==> src/status_report_pkg.sv <==
// package: register selects, bit positions and reset values for load status reporting
`default_nettype none
package status_report_pkg;
    // register select codes on the host access port
    localparam logic [2:0] SEL_QUESTIONABLE_SUMMARY_COND = 3'h0;
    localparam logic [2:0] SEL_QUESTIONABLE_SUMMARY_EVENT = 3'h1;
    localparam logic [2:0] SEL_QUESTIONABLE_SUMMARY_ENABLE = 3'h2;
    localparam logic [2:0] SEL_OPERATION_SUMMARY_COND = 3'h3;
    localparam logic [2:0] SEL_OPERATION_SUMMARY_EVENT = 3'h4;
    localparam logic [2:0] SEL_OPERATION_SUMMARY_ENABLE = 3'h5;
    // questionable bit positions
    localparam int QB_FREQ_LO = 0;
    localparam int QB_FREQ_HI = 1;
    localparam int QB_UNDERVOLT = 2;
    localparam int QB_OVERVOLT = 3;
    localparam int QB_OVERCURR = 5;
    localparam int QB_OVERPOW = 7;
    // operation bit positions
    localparam int OB_LOAD_FAIL = 0;
    localparam int OB_OVERTEMP = 1;
    localparam int OB_FAN_FAIL = 2;
    // status byte summary positions
    localparam int STB_QUESTIONABLE_SUMMARY_BIT = 3;
    localparam int STB_OPERATION_SUMMARY_BIT = 7;
    // implemented bits; the rest read as zero in condition and event registers
    localparam logic [7:0] QUESTIONABLE_SUMMARY_MASK = 8'hAF;
    localparam logic [7:0] OPERATION_SUMMARY_MASK = 8'h07;
    localparam logic [7:0] REG_RESET = 8'h00;
endpackage
`default_nettype wire

==> src/load_status_reporting.sv <==
// module: condition, event and enable registers with status byte summaries
`timescale 1ns/1ps
`default_nettype none
// Function
// - condition register shows live state; reads harmless
// - only monitored conditions change condition registers
// - enable masks select events for summary
// - questionable condition set means fault true
// - questionable event read returns then clears
// - enabled questionable events drive status bit 3
// - operation condition set means fault true
// - operation event read returns then clears
// - enabled operation events drive status bit 7
// - questionable bits 0,1 flag frequency fault
// - questionable bit 2 flags undervoltage
// - questionable bit 3 flags overvoltage
// - questionable bit 5 flags overcurrent
// - questionable bit 7 flags overpower
// - operation bits: load fail, overtemp, fan
// - event registers read-only, hold all events
// - enables read/write; operation summary ORs enabled
module load_status_reporting
    import status_report_pkg::*;
#(
    parameter int REG_W = 8,
    parameter int SYNC_STAGES = 2
)
(
    input wire logic clk_sys,
    input wire logic resetn,
    input wire logic clk_en,
    input wire logic freq_low_fault,
    input wire logic freq_high_fault,
    input wire logic undervoltage_flag,
    input wire logic overvoltage_flag,
    input wire logic overcurrent_flag,
    input wire logic overpower_flag,
    input wire logic load_failure_flag,
    input wire logic overtemp_flag,
    input wire logic fan_failure_flag,
    input wire logic reg_rd,
    input wire logic reg_wr,
    input wire logic [2:0] reg_sel,
    input wire logic [7:0] reg_wdata,
    output logic [7:0] reg_rdata,
    output logic reg_rvalid,
    output logic questionable_summary,
    output logic operation_summary
);
    // ----------------------------------------
    // state
    // ----------------------------------------
    typedef struct packed {
        logic [7:0] q_sync1;
        logic [7:0] q_sync2;
        logic [7:0] o_sync1;
        logic [7:0] o_sync2;
        logic [7:0] q_cond;
        logic [7:0] q_event;
        logic [7:0] q_enable;
        logic [7:0] o_cond;
        logic [7:0] o_event;
        logic [7:0] o_enable;
        logic [7:0] rdata;
        logic rvalid;
        logic q_sum;
        logic o_sum;
    } state_s;

    state_s st_r;
    state_s st_nxt;
    logic [7:0] q_pins;
    logic [7:0] o_pins;
    logic q_event_rd;
    logic o_event_rd;
    logic q_enable_wr;
    logic o_enable_wr;

    // ----------------------------------------
    // elaboration checks
    // ----------------------------------------
    // the masks and data ports are eight bits wide; the selects are three bits
    if (REG_W != 8) begin : g_width_check
        $error("load_status_reporting: REG_W must be 8");
    end
    // condition timing and its checks assume exactly two sync flops
    if (SYNC_STAGES != 2) begin : g_sync_check
        $error("load_status_reporting: SYNC_STAGES must be 2");
    end

    // ----------------------------------------
    // fault inputs mapped onto register bits
    // ----------------------------------------
    always_comb begin
        q_pins = 8'h00;
        q_pins[QB_FREQ_LO] = freq_low_fault;
        q_pins[QB_FREQ_HI] = freq_high_fault;
        q_pins[QB_UNDERVOLT] = undervoltage_flag;
        q_pins[QB_OVERVOLT] = overvoltage_flag;
        q_pins[QB_OVERCURR] = overcurrent_flag;
        q_pins[QB_OVERPOW] = overpower_flag;
        o_pins = 8'h00;
        o_pins[OB_LOAD_FAIL] = load_failure_flag;
        o_pins[OB_OVERTEMP] = overtemp_flag;
        o_pins[OB_FAN_FAIL] = fan_failure_flag;
    end

    function automatic logic [7:0] read_mux(input state_s s, input logic [2:0] sel);
        case (sel)
            SEL_QUESTIONABLE_SUMMARY_COND: read_mux = s.q_cond;
            SEL_QUESTIONABLE_SUMMARY_EVENT: read_mux = s.q_event;
            SEL_QUESTIONABLE_SUMMARY_ENABLE: read_mux = s.q_enable;
            SEL_OPERATION_SUMMARY_COND: read_mux = s.o_cond;
            SEL_OPERATION_SUMMARY_EVENT: read_mux = s.o_event;
            SEL_OPERATION_SUMMARY_ENABLE: read_mux = s.o_enable;
            default: read_mux = 8'h00;
        endcase
    endfunction

    // one decoder for host strobes, shared by the update logic and the checks
    function automatic logic hits(input logic strobe, input logic [2:0] sel, input logic [2:0] code);
        hits = strobe && (sel == code);
    endfunction

    assign q_event_rd = hits(reg_rd, reg_sel, SEL_QUESTIONABLE_SUMMARY_EVENT);
    assign o_event_rd = hits(reg_rd, reg_sel, SEL_OPERATION_SUMMARY_EVENT);
    assign q_enable_wr = hits(reg_wr, reg_sel, SEL_QUESTIONABLE_SUMMARY_ENABLE);
    assign o_enable_wr = hits(reg_wr, reg_sel, SEL_OPERATION_SUMMARY_ENABLE);

    // ----------------------------------------
    // next state
    // ----------------------------------------
    always_comb begin
        logic [7:0] q_rise;
        logic [7:0] o_rise;
        q_rise = 8'h00;
        o_rise = 8'h00;
        st_nxt = st_r;
        // pins are asynchronous to clk_sys: two flops before use
        st_nxt.q_sync1 = q_pins;
        st_nxt.q_sync2 = st_r.q_sync1;
        st_nxt.o_sync1 = o_pins;
        st_nxt.o_sync2 = st_r.o_sync1;
        // live condition, never touched by host access
        st_nxt.q_cond = st_r.q_sync2 & QUESTIONABLE_SUMMARY_MASK;
        st_nxt.o_cond = st_r.o_sync2 & OPERATION_SUMMARY_MASK;
        q_rise = st_nxt.q_cond & ~st_r.q_cond;
        o_rise = st_nxt.o_cond & ~st_r.o_cond;
        st_nxt.rvalid = reg_rd;
        st_nxt.rdata = reg_rd ? read_mux(st_r, reg_sel) : 8'h00;
        // read clears, but a rising edge in the same cycle survives
        if (q_event_rd) begin
            st_nxt.q_event = q_rise;
        end else begin
            st_nxt.q_event = st_r.q_event | q_rise;
        end
        if (o_event_rd) begin
            st_nxt.o_event = o_rise;
        end else begin
            st_nxt.o_event = st_r.o_event | o_rise;
        end
        // event registers ignore writes; only enables are writable
        if (q_enable_wr) begin
            st_nxt.q_enable = reg_wdata;
        end
        if (o_enable_wr) begin
            st_nxt.o_enable = reg_wdata;
        end
        st_nxt.q_sum = |(st_nxt.q_event & st_nxt.q_enable);
        st_nxt.o_sum = |(st_nxt.o_event & st_nxt.o_enable);
    end

    always_ff @(posedge clk_sys or negedge resetn) begin
        if (!resetn) begin
            st_r <= '0;
        end else if (clk_en) begin
            st_r <= st_nxt;
        end
    end

    assign reg_rdata = st_r.rdata;
    assign reg_rvalid = st_r.rvalid;
    assign questionable_summary = st_r.q_sum;
    assign operation_summary = st_r.o_sum;
endmodule
`default_nettype wire

==> config.mk <==
export PLATFORM = sky130hd
export DESIGN_NAME = load_status_reporting
export DESIGN_NICKNAME = d
export VERILOG_FILES = /design/src/status_report_pkg.sv /design/src/load_status_reporting.sv
export SDC_FILE = /design/constraint.sdc
export NUM_CORES = 1
export LEC_CHECK = 0
export ABC_AREA = 1
export BUFFER_PORTS_ARGS = -buffer_cell sky130_fd_sc_hd__buf_2
export CORE_MARGIN = 2
export CORE_UTILIZATION = 50
export CTS_CLUSTER_SIZE = 24
export DETAILED_ROUTE_END_ITERATION = 7
export GPL_ROUTABILITY_DRIVEN = 0
export PLACE_DENSITY = 0.77
export SLEW_MARGIN = 20
export SYNTH_ARGS = -nofsm -noshare
export SYNTH_HDL_FRONTEND = slang
export SYNTH_SLANG_ARGS = --single-unit
export TNS_END_PERCENT = 5
==> constraint.sdc <==
create_clock -name clk_sys -period 1.95 [get_ports clk_sys]
set_input_delay 0.195 -clock clk_sys [delete_from_list [all_inputs] [get_ports clk_sys]]
set_output_delay 0.195 -clock clk_sys [all_outputs]
set_load 0.01 [all_outputs]
Word level (Yosys, flattened, before mapping)
Index checks and enable logic that the tools add are counted.

Mux-type cells: 6. Bitwise operators: 8. Equality and inequality tests: 5. Reduce and logical (&&, ||, !) cells: 7.

Operators with widths (number): 8-bit one-hot mux with 6 select lines (1); 8-bit 2-to-1 mux (5); 8-bit bitwise AND (3); 8-bit OR (2); 8-bit OR reduction (2); 3-bit by 8-bit bitwise AND with 8-bit output (1); 3-bit inverter with 8-bit output (1); 8-bit inverter (1); 3-bit by 2-bit == test with 1-bit output, second input constant (2); 3-bit == test, second input constant (2); 1-bit logical AND (4); 3-bit by 1-bit == test with 1-bit output, second input constant (1); 3-bit logical NOT (1).

Bits of input ports: 25. Register bits: 70. Logic and storage cells: 40. Output and inout port bits: 11.

Logic depth before layout (Yosys ltp)
Gate-level depths: netlist (run 1).

Word-level depth: 6. Mapped depth: 11. Mapped depth without buffers: 11.

Least setup slack after synthesis (run 1)
No wires, ideal clock.

Kind: input port to flip-flop. Start: input port reg_sel[2]. End: register st_r (netlist bit questionable_summary). Stages: 11. Required time: 1.833 ns. Data arrival time: 1.149 ns. Path buffers: 1. Library setup time: 0.117 ns. Setup slack: 0.685 ns. Cells stage by stage: buf_4 > inv_1 > nand3_2 > nor2_1 > nor2_1 > nand2_1 > nand2_1 > nor2_1 > nand2_1 > nand2_1 > nand2_1.

Longest elaborated chain between the ends: 5. Elaborated cells between the ends (all ways): 8.

RTL lines: start, declared (line load_status_reporting.sv:43) `input wire logic [2:0] reg_sel,`; 3-bit by 1-bit == test with 1-bit output / 3-bit by 2-bit == test with 1-bit output (equally long branches) (line load_status_reporting.sv:122) `hits = strobe && (sel == code);`; 1-bit logical AND (line load_status_reporting.sv:122); 8-bit 2-to-1 mux, on equally long branches (line load_status_reporting.sv:152, load_status_reporting.sv:163); 8-bit bitwise AND * (line load_status_reporting.sv:169) `st_nxt.q_sum = |(st_nxt.q_event & st_nxt.q_enable);`; 8-bit OR reduction * (line load_status_reporting.sv:169); end signal, assigned (line load_status_reporting.sv:177) `st_r <= st_nxt;`; end, declared (line load_status_reporting.sv:70) `state_s st_r;`.

Every way passes the cells marked *; elsewhere a longest branch is shown, timed or not. A chain may end at the register's enable or synchronous reset.

Worst setup path in the final report (run 1)
Start: input port reg_sel[2]. End: register st_r (netlist bit reg_rdata[1]).

Longest elaborated chain between the ends: 3. Elaborated cells between the ends (all ways): 8.

RTL lines: 3-bit == test, or another cell as far along (line load_status_reporting.sv:109) `case (sel)`; 8-bit one-hot mux with 6 select lines * (line load_status_reporting.sv:109); 8-bit 2-to-1 mux * (line load_status_reporting.sv:150) `st_nxt.rdata = reg_rd ? read_mux(st_r, reg_sel) : 8'h00;`.

Marked as above.

==> results of run 1 <==
==> through the flow <==
step                total power [mW]  setup WS [ns]  utilization (%)
finish                          3.45          0.481             58.0
global route                    3.65          0.408             58.0
CTS                             3.46          0.530             58.0
detailed placement              2.35          0.156             55.1
global placement                2.32          0.231             55.1
floorplan                       2.15          0.685                -
==> power by group through the flow <==
stage | clock network (mW) | logic, mW | registers [mW]
after floorplan | 0 | 0.410 | 1.74
after global placement | 0 | 0.568 | 1.75
after detailed placement | 0 | 0.585 | 1.76
after CTS | 1.13 | 0.592 | 1.74
after global routing | 1.21 | 0.686 | 1.76
final | 1.12 | 0.593 | 1.74
==> sequential cells by signal, indices dropped and copies added, names as in the netlist <==
| name | flops |
|---|---|
| operation_summary | 1 |
| reg_rdata | 8 |
| reg_rvalid | 1 |
| st_nxt | 18 |
| st_r | 41 |
| questionable_summary | 1 |
==> worst max path at each step <==
stage / from / end / slack [ns] / depth (start not counted)
6_report: reg_sel[2] / reg_rdata[1] / 0.48 / 8
3_5_place_dp: reg_sel[2] / reg_rdata[1] / 0.16 / 8
4_1_cts: reg_sel[2] / reg_rdata[1] / 0.53 / 8
3_3_place_gp: reg_sel[2] / reg_rdata[1] / 0.23 / 8
5_1_grt: reg_sel[2] / reg_rdata[1] / 0.41 / 8
2_1_floorplan: reg_sel[2] / questionable_summary / 0.68 / 11
==> per-layer routing <==
layer / up-vias / global-route usage (%) / part of all wire, %
met5: - / 0 / 0
met4: 0 / 10.9 / 3.2
met3: 22 / 4.90 / 7.5
met2: 135 / 36.0 / 46
met1: 1431 / 32.6 / 44
li1: 1519 / - / -
==> synth_stat cells <==
library cell / n / area, sq um
sky130_fd_sc_hd__a31oi_1: 5 / 31.3
sky130_fd_sc_hd__nand3_1: 9 / 45.0
sky130_fd_sc_hd__a21oi_1: 1 / 5.00
sky130_fd_sc_hd__o22ai_1: 8 / 50.1
sky130_fd_sc_hd__o31ai_1: 2 / 15.0
sky130_fd_sc_hd__buf_6: 1 / 11.3
sky130_fd_sc_hd__buf_1: 2 / 7.51
sky130_fd_sc_hd__buf_2: 1 / 5.00
sky130_fd_sc_hd__nand4_1: 10 / 62.6
sky130_fd_sc_hd__o21ai_0: 47 / 235
sky130_fd_sc_hd__buf_4: 9 / 67.6
sky130_fd_sc_hd__nand4_2: 1 / 12.5
sky130_fd_sc_hd__nor2_8: 1 / 20.0
sky130_fd_sc_hd__nand3_4: 1 / 17.5
sky130_fd_sc_hd__nand4_4: 2 / 42.5
sky130_fd_sc_hd__inv_1: 47 / 176
sky130_fd_sc_hd__dfrtp_1: 70 / 1750
sky130_fd_sc_hd__nand2_2: 1 / 6.26
sky130_fd_sc_hd__nand2_1: 209 / 785
sky130_fd_sc_hd__nor2_1: 14 / 52.6
sky130_fd_sc_hd__inv_4: 1 / 6.26
sky130_fd_sc_hd__nor2_4: 2 / 22.5
sky130_fd_sc_hd__clkbuf_1: 11 / 41.3
sky130_fd_sc_hd__o21ai_1: 2 / 10.0
sky130_fd_sc_hd__nand3_2: 2 / 20.0
sky130_fd_sc_hd__inv_2: 4 / 15.0
sky130_fd_sc_hd__o2111ai_1: 1 / 8.76
sky130_fd_sc_hd__nor3_1: 1 / 5.00
==> cell families after synthesis <==
kind of cell    Yosys count  share of synthesized area (%)
simple gates            253                           30.9
buf+inv                  76                           9.36
flops                    70                           49.6
compound gates           66                           10.1
==> worst min-delay path, stage by stage <==
cell	delay, ns
sky130_fd_sc_hd__buf_2	0.07
sky130_fd_sc_hd__nand2_1	0.04
sky130_fd_sc_hd__nand2_1	0.05
==> final cells by class <==
class / count / area, sq um
clock inverter: 7 / 62.6
inverter: 52 / 198
sequential: 70 / 1750
clock buffer: 9 / 124
timing repair buffer: 41 / 235
multi-input combinational: 319 / 1450
fill: 665 / 2860
tap: 96 / 120
==> impl_metrics.ini, run 1 <==
[run_status]
status = completed

[synthesis]
synth.ff_latch_count = 70
synth_cells = 465
netlist-cell-type-count = 28
yosys_warnings = 0
post_synth.cell_area_avg_sq_um = 7.59
synth.net_count = 490
synth_seq_area_share_pct = 49.6
syn-cell-area_sq_um = 3530

[power_and_ir_drop]
comb_power_share_pct = 17.2
power-per-cell-area_nw_per_um2 = 875
leakagePower_nw = 2.15
worst_ir_drop_vdd_mv = 0.509
power_switching_mw = 1.13
power_switching_share_pct = 32.8
p_int_mw = 2.32
clockPowerShare_pct = 32.4
seq_power_share_pct = 50.4

[sta]
setup_viol = 0
maxClockFrequency_ghz = 0.681
final_period_minus_worst_setup_slack_ns = 1.47
final_hold_viol_count = 0
fin_skew_ns = 0.0116
setup_repair_after_global_routing_missed_its_margin = no
setup_total_negative_slack_ns = 0
maxSlewViolCount = 0
maxSlewHeadroom_pct = 64.4
layout_worst_path_cycle_share_pct = 75.3
holdWs_ns = 0.0380
worst_slew_pin_slew_ns = 0.533

[detailed_routing]
route.detailed.drc = 0
detail_route.vias_per_cell = 5.23
iter_0_drt_violations = 302
wl_per_cell_microns = 13.9
dr_total_vias = 3107
drt_pre_antenna_iters = 5
ant_nets = 0
drt_wl_total_mm = 8.28

[clock_network]
clkSinkCount = 70
tritoncts.num_buffers = 9
cts.htree.levels = 3
cts.clk_slew.worst_paths_ns = 0.09
clock_tree_from_tritoncts = built
cts_repair_resize_count = 0
post-cts-setup-buffers = 0
clock_tree.buffer_depth = 2
insertion_delay_ns = 0.35
ctsRootBufferMaster = sky130_fd_sc_hd__clkbuf_8
cts_hold_buf = 1

[setup_path]
critical_path.max_fanout = 17
setup.worst_path.end_class = flip-flop
rr_startpoint = st_r[44]
cp_common_cell = sky130_fd_sc_hd__nand2_1
cpMaxStageDelayCell = sky130_fd_sc_hd__o31ai_1
path_cells = buf_2 > inv_1 > nand3_2 > inv_2 > nand2_1 > o21ai_1 > o31ai_1 > nand2_1
arrival_time_worst_endpoint_ns = 1.69
worst_path_dominant_cell_family = buffers and inverters
timing.setup.critical_path_class = input pin to flip-flop
critical-path-max-stage-delay_ns = 0.39
worst-endpoint-required_ns = 2.18
regToRegSetupSlack_ns = 0.77
rr_endpoint = reg_rdata[1]
critPathBufInv = 3
startpoint_type = input pin
worst_r2r_path_depth = 4

[final_layout]
fraction_of_layout_instances_using_a_drive_strength_above_1_pct = 14.3
post_layout_cell_count = 594
nets_final = 518
mostFrequentLayoutCells = 209 x sky130_fd_sc_hd__nand2_1, 70 x sky130_fd_sc_hd__dfrtp_1, 47 x sky130_fd_sc_hd__inv_1, 47 x sky130_fd_sc_hd__o21ai_0, 35 x sky130_fd_sc_hd__buf_2
finalInstanceArea_sq_um = 3940
layout_commonest_cell = sky130_fd_sc_hd__nand2_1
antennaDiodeCount = 0
area_growth_syn_to_layout_pct = 11.6

[global_routing]
antenna_violations_before_repair = 0
grt.total_usage_pct = 23.7
global_route_wire_length_before_repair_mm = 13.8
first_global_vias = 2879
gr-total-overflow = 0
grt_max_degree = 71

[placement]
dpl_cell_area_sq_um = 3740
placement.io_buffers = 35
dp_hpwl_mm = 5.93
placed_cells_incl_taps = 577

[worst_hold_path]
hold_path_class = input pin to flip-flop
hold_start = freq_low_fault
hold-path-endpoint = st_nxt[75]
hold-path-cell-count = 3

[floorplan]
std_cell_rows = 30
floorplan.io_pins = 36
floorplan.initialDensity_pct = 51.9
fp.coreArea_sq_um = 6790
die_h_microns = 88.0
die_width_microns = 88.0
die_area_sq_um = 7740

[flow_run]
maxCapViolCount = 0
(Power assumes the default switching activity.)
==> inputs of run 2 (changes only) <==
- clock period: 1.95 -> 1.41 ns (I/O delays scaled with it)
==> impl_metrics.ini, run 2 (same netlist as run 1, synthesis figures left out) <==
[run_status]
status = finished, violations left
violations = negative hold slack

[clock_network]
cts.htree.levels = 3
tritoncts.num_buffers = 9
cts_repair_resize_count = 0
clock_tree_from_tritoncts = built
clkSinkCount = 70
ctsRootBufferMaster = sky130_fd_sc_hd__clkbuf_8
post-cts-setup-buffers = 0
cts.clk_slew.worst_paths_ns = 0.08
insertion_delay_ns = 0.37
clock_tree.buffer_depth = 2

[sta]
setup_viol = 0
worst_slew_pin_slew_ns = 0.410
maxSlewViolCount = 0
maxSlewHeadroom_pct = 72.7
maxClockFrequency_ghz = 0.900
holdWs_ns = -0.00384
setup_repair_after_global_routing_missed_its_margin = no
final.setup.worst_slack_ns = 0.299
final_period_minus_worst_setup_slack_ns = 1.11
layout_worst_path_cycle_share_pct = 78.8
setup_total_negative_slack_ns = 0
fin_skew_ns = 0.0126
final_hold_viol_count = 1

[detailed_routing]
dr_total_vias = 3256
iter_0_drt_violations = 354
drt_wl_total_mm = 8.76
detail_route.vias_per_cell = 5.28
drt_pre_antenna_iters = 5
wl_per_cell_microns = 14.2
route.detailed.drc = 0
ant_nets = 0

[floorplan]
std_cell_rows = 30
fp.coreArea_sq_um = 6790
floorplan.io_pins = 36
floorplan.initialDensity_pct = 51.9
die_h_microns = 88.0
die_width_microns = 88.0
die_area_sq_um = 7740

[final_layout]
fraction_of_layout_instances_using_a_drive_strength_above_1_pct = 16.5
flip_flop_count_of_the_largest_register_all_copies_and_words_added = 41
layout_commonest_cell = sky130_fd_sc_hd__nand2_1
top_register = st_r
mostFrequentLayoutCells = 209 x sky130_fd_sc_hd__nand2_1, 70 x sky130_fd_sc_hd__dfrtp_1, 47 x sky130_fd_sc_hd__inv_1, 47 x sky130_fd_sc_hd__o21ai_0, 35 x sky130_fd_sc_hd__buf_2
n_fill_cell = 630
area_growth_syn_to_layout_pct = 17.3
finalInstanceArea_sq_um = 4140
nets_final = 541
antennaDiodeCount = 0

[flow_run]
maxCapViolCount = 0

[placement]
dpl_cell_area_sq_um = 3870
place_ws_ns = 0.0260
dp_hpwl_mm = 6.21
placement.io_buffers = 35

[setup_path]
arrival_time_worst_endpoint_ns = 1.35
critical_path.max_fanout = 2
cpMaxStageDelayCell = sky130_fd_sc_hd__dfrtp_1
setup.worst_path.end_class = flip-flop
timing.setup.critical_path_class = flip-flop to flip-flop
worst-endpoint-required_ns = 1.65
critical-path-max-stage-delay_ns = 0.39
path_cells = inv_1 > o2111ai_1 > o21ai_0 > nand2_1
startpoint_type = flip-flop

[power_and_ir_drop]
worst_ir_drop_vdd_mv = 0.732
total_design_power_mw = 4.82
power-per-cell-area_nw_per_um2 = 1160
leakagePower_nw = 2.26

[global_routing]
first_global_vias = 3104
grt.total_usage_pct = 25.4
gr-total-overflow = 0
antenna_violations_before_repair = 0
grt_max_degree = 71
global_route_wire_length_before_repair_mm = 14.8

[worst_hold_path]
hold_path_class = input pin to flip-flop
-- run 2: cell count changes in the layout (fill, tap and decap cells not counted), moves of 2 or more --
cell / previous run / this run
sky130_fd_sc_hd__inv_8: 2 / 0
sky130_fd_sc_hd__clkinv_4: 0 / 2
sky130_fd_sc_hd__buf_4: 4 / 18
sky130_fd_sc_hd__dlygate4sd3_1: 1 / 9
-- run 2: final timing paths --
path	from	end	slack, ns	cells after the start
worst min register to register	st_r[47]	st_r[47]	0.48	2
worst min-delay path	overcurrent_flag	st_nxt[80]	-0.004	3
min in group asynchronous	resetn	st_r[14]	0.31	3
worst max register to register	st_r[19]	reg_rdata[0]	0.30	4
worst max-delay path	st_r[19]	reg_rdata[0]	0.30	4
max in group asynchronous	resetn	st_nxt[61]	0.77	3
-- run 2: repair_timing --
action / CTS / global route
setup endpoints to repair: 0 / 0
hold buffers: 9 / 0
endpoints found under the hold margin: 78 / 0
-- run 2: cell type report --
type | count | area [sq um] | area share [%]
clock inverter | 6 | 46.3 | 1.12
multi-input combinational | 319 | 1450 | 34.9
sequential | 70 | 1750 | 42.3
clock buffer | 10 | 138 | 3.32
tap | 96 | 120 | 2.90
inverter | 52 | 198 | 4.77
timing repair buffer | 64 | 440 | 10.6
-- run 2: worst max-delay path: cells and delay by family, from the launching register on --
| family | cells | cell delay [ns] |
|---|---|---|
| and+or+nand+nor | 1 | 0.08 |
| DFF | 1 | 0.39 |
| buffers and inverters | 1 | 0.10 |
| AOI/OAI and AO/OA | 2 | 0.41 |
-- run 2: metal layers --
metal | GRT usage [%] | part of all wire, % | vias up
met5 | 0 | 0 | -
met2 | 39.6 | 46 | 157
met3 | 7.07 | 7.2 | 30
met4 | 11.0 | 3.2 | 0
li1 | - | - | 1563
met1 | 33.5 | 44 | 1506
-- run 2: power breakdown --
part / switching [mW] / total, mW / internal, mW
clock: 0.829 / 1.52 / 0.694
sequential: 0.166 / 2.41 / 2.25
combinational: 0.558 / 0.882 / 0.324
total: 1.55 / 4.82 / 3.27
-- run 2: through the flow --
stage	cells	util, %
2_1_floorplan	465	-
3_3_place_gp	592	56.9
3_5_place_dp	592	56.9
4_1_cts	617	60.9
5_1_grt	617	60.9
6_report	617	60.9
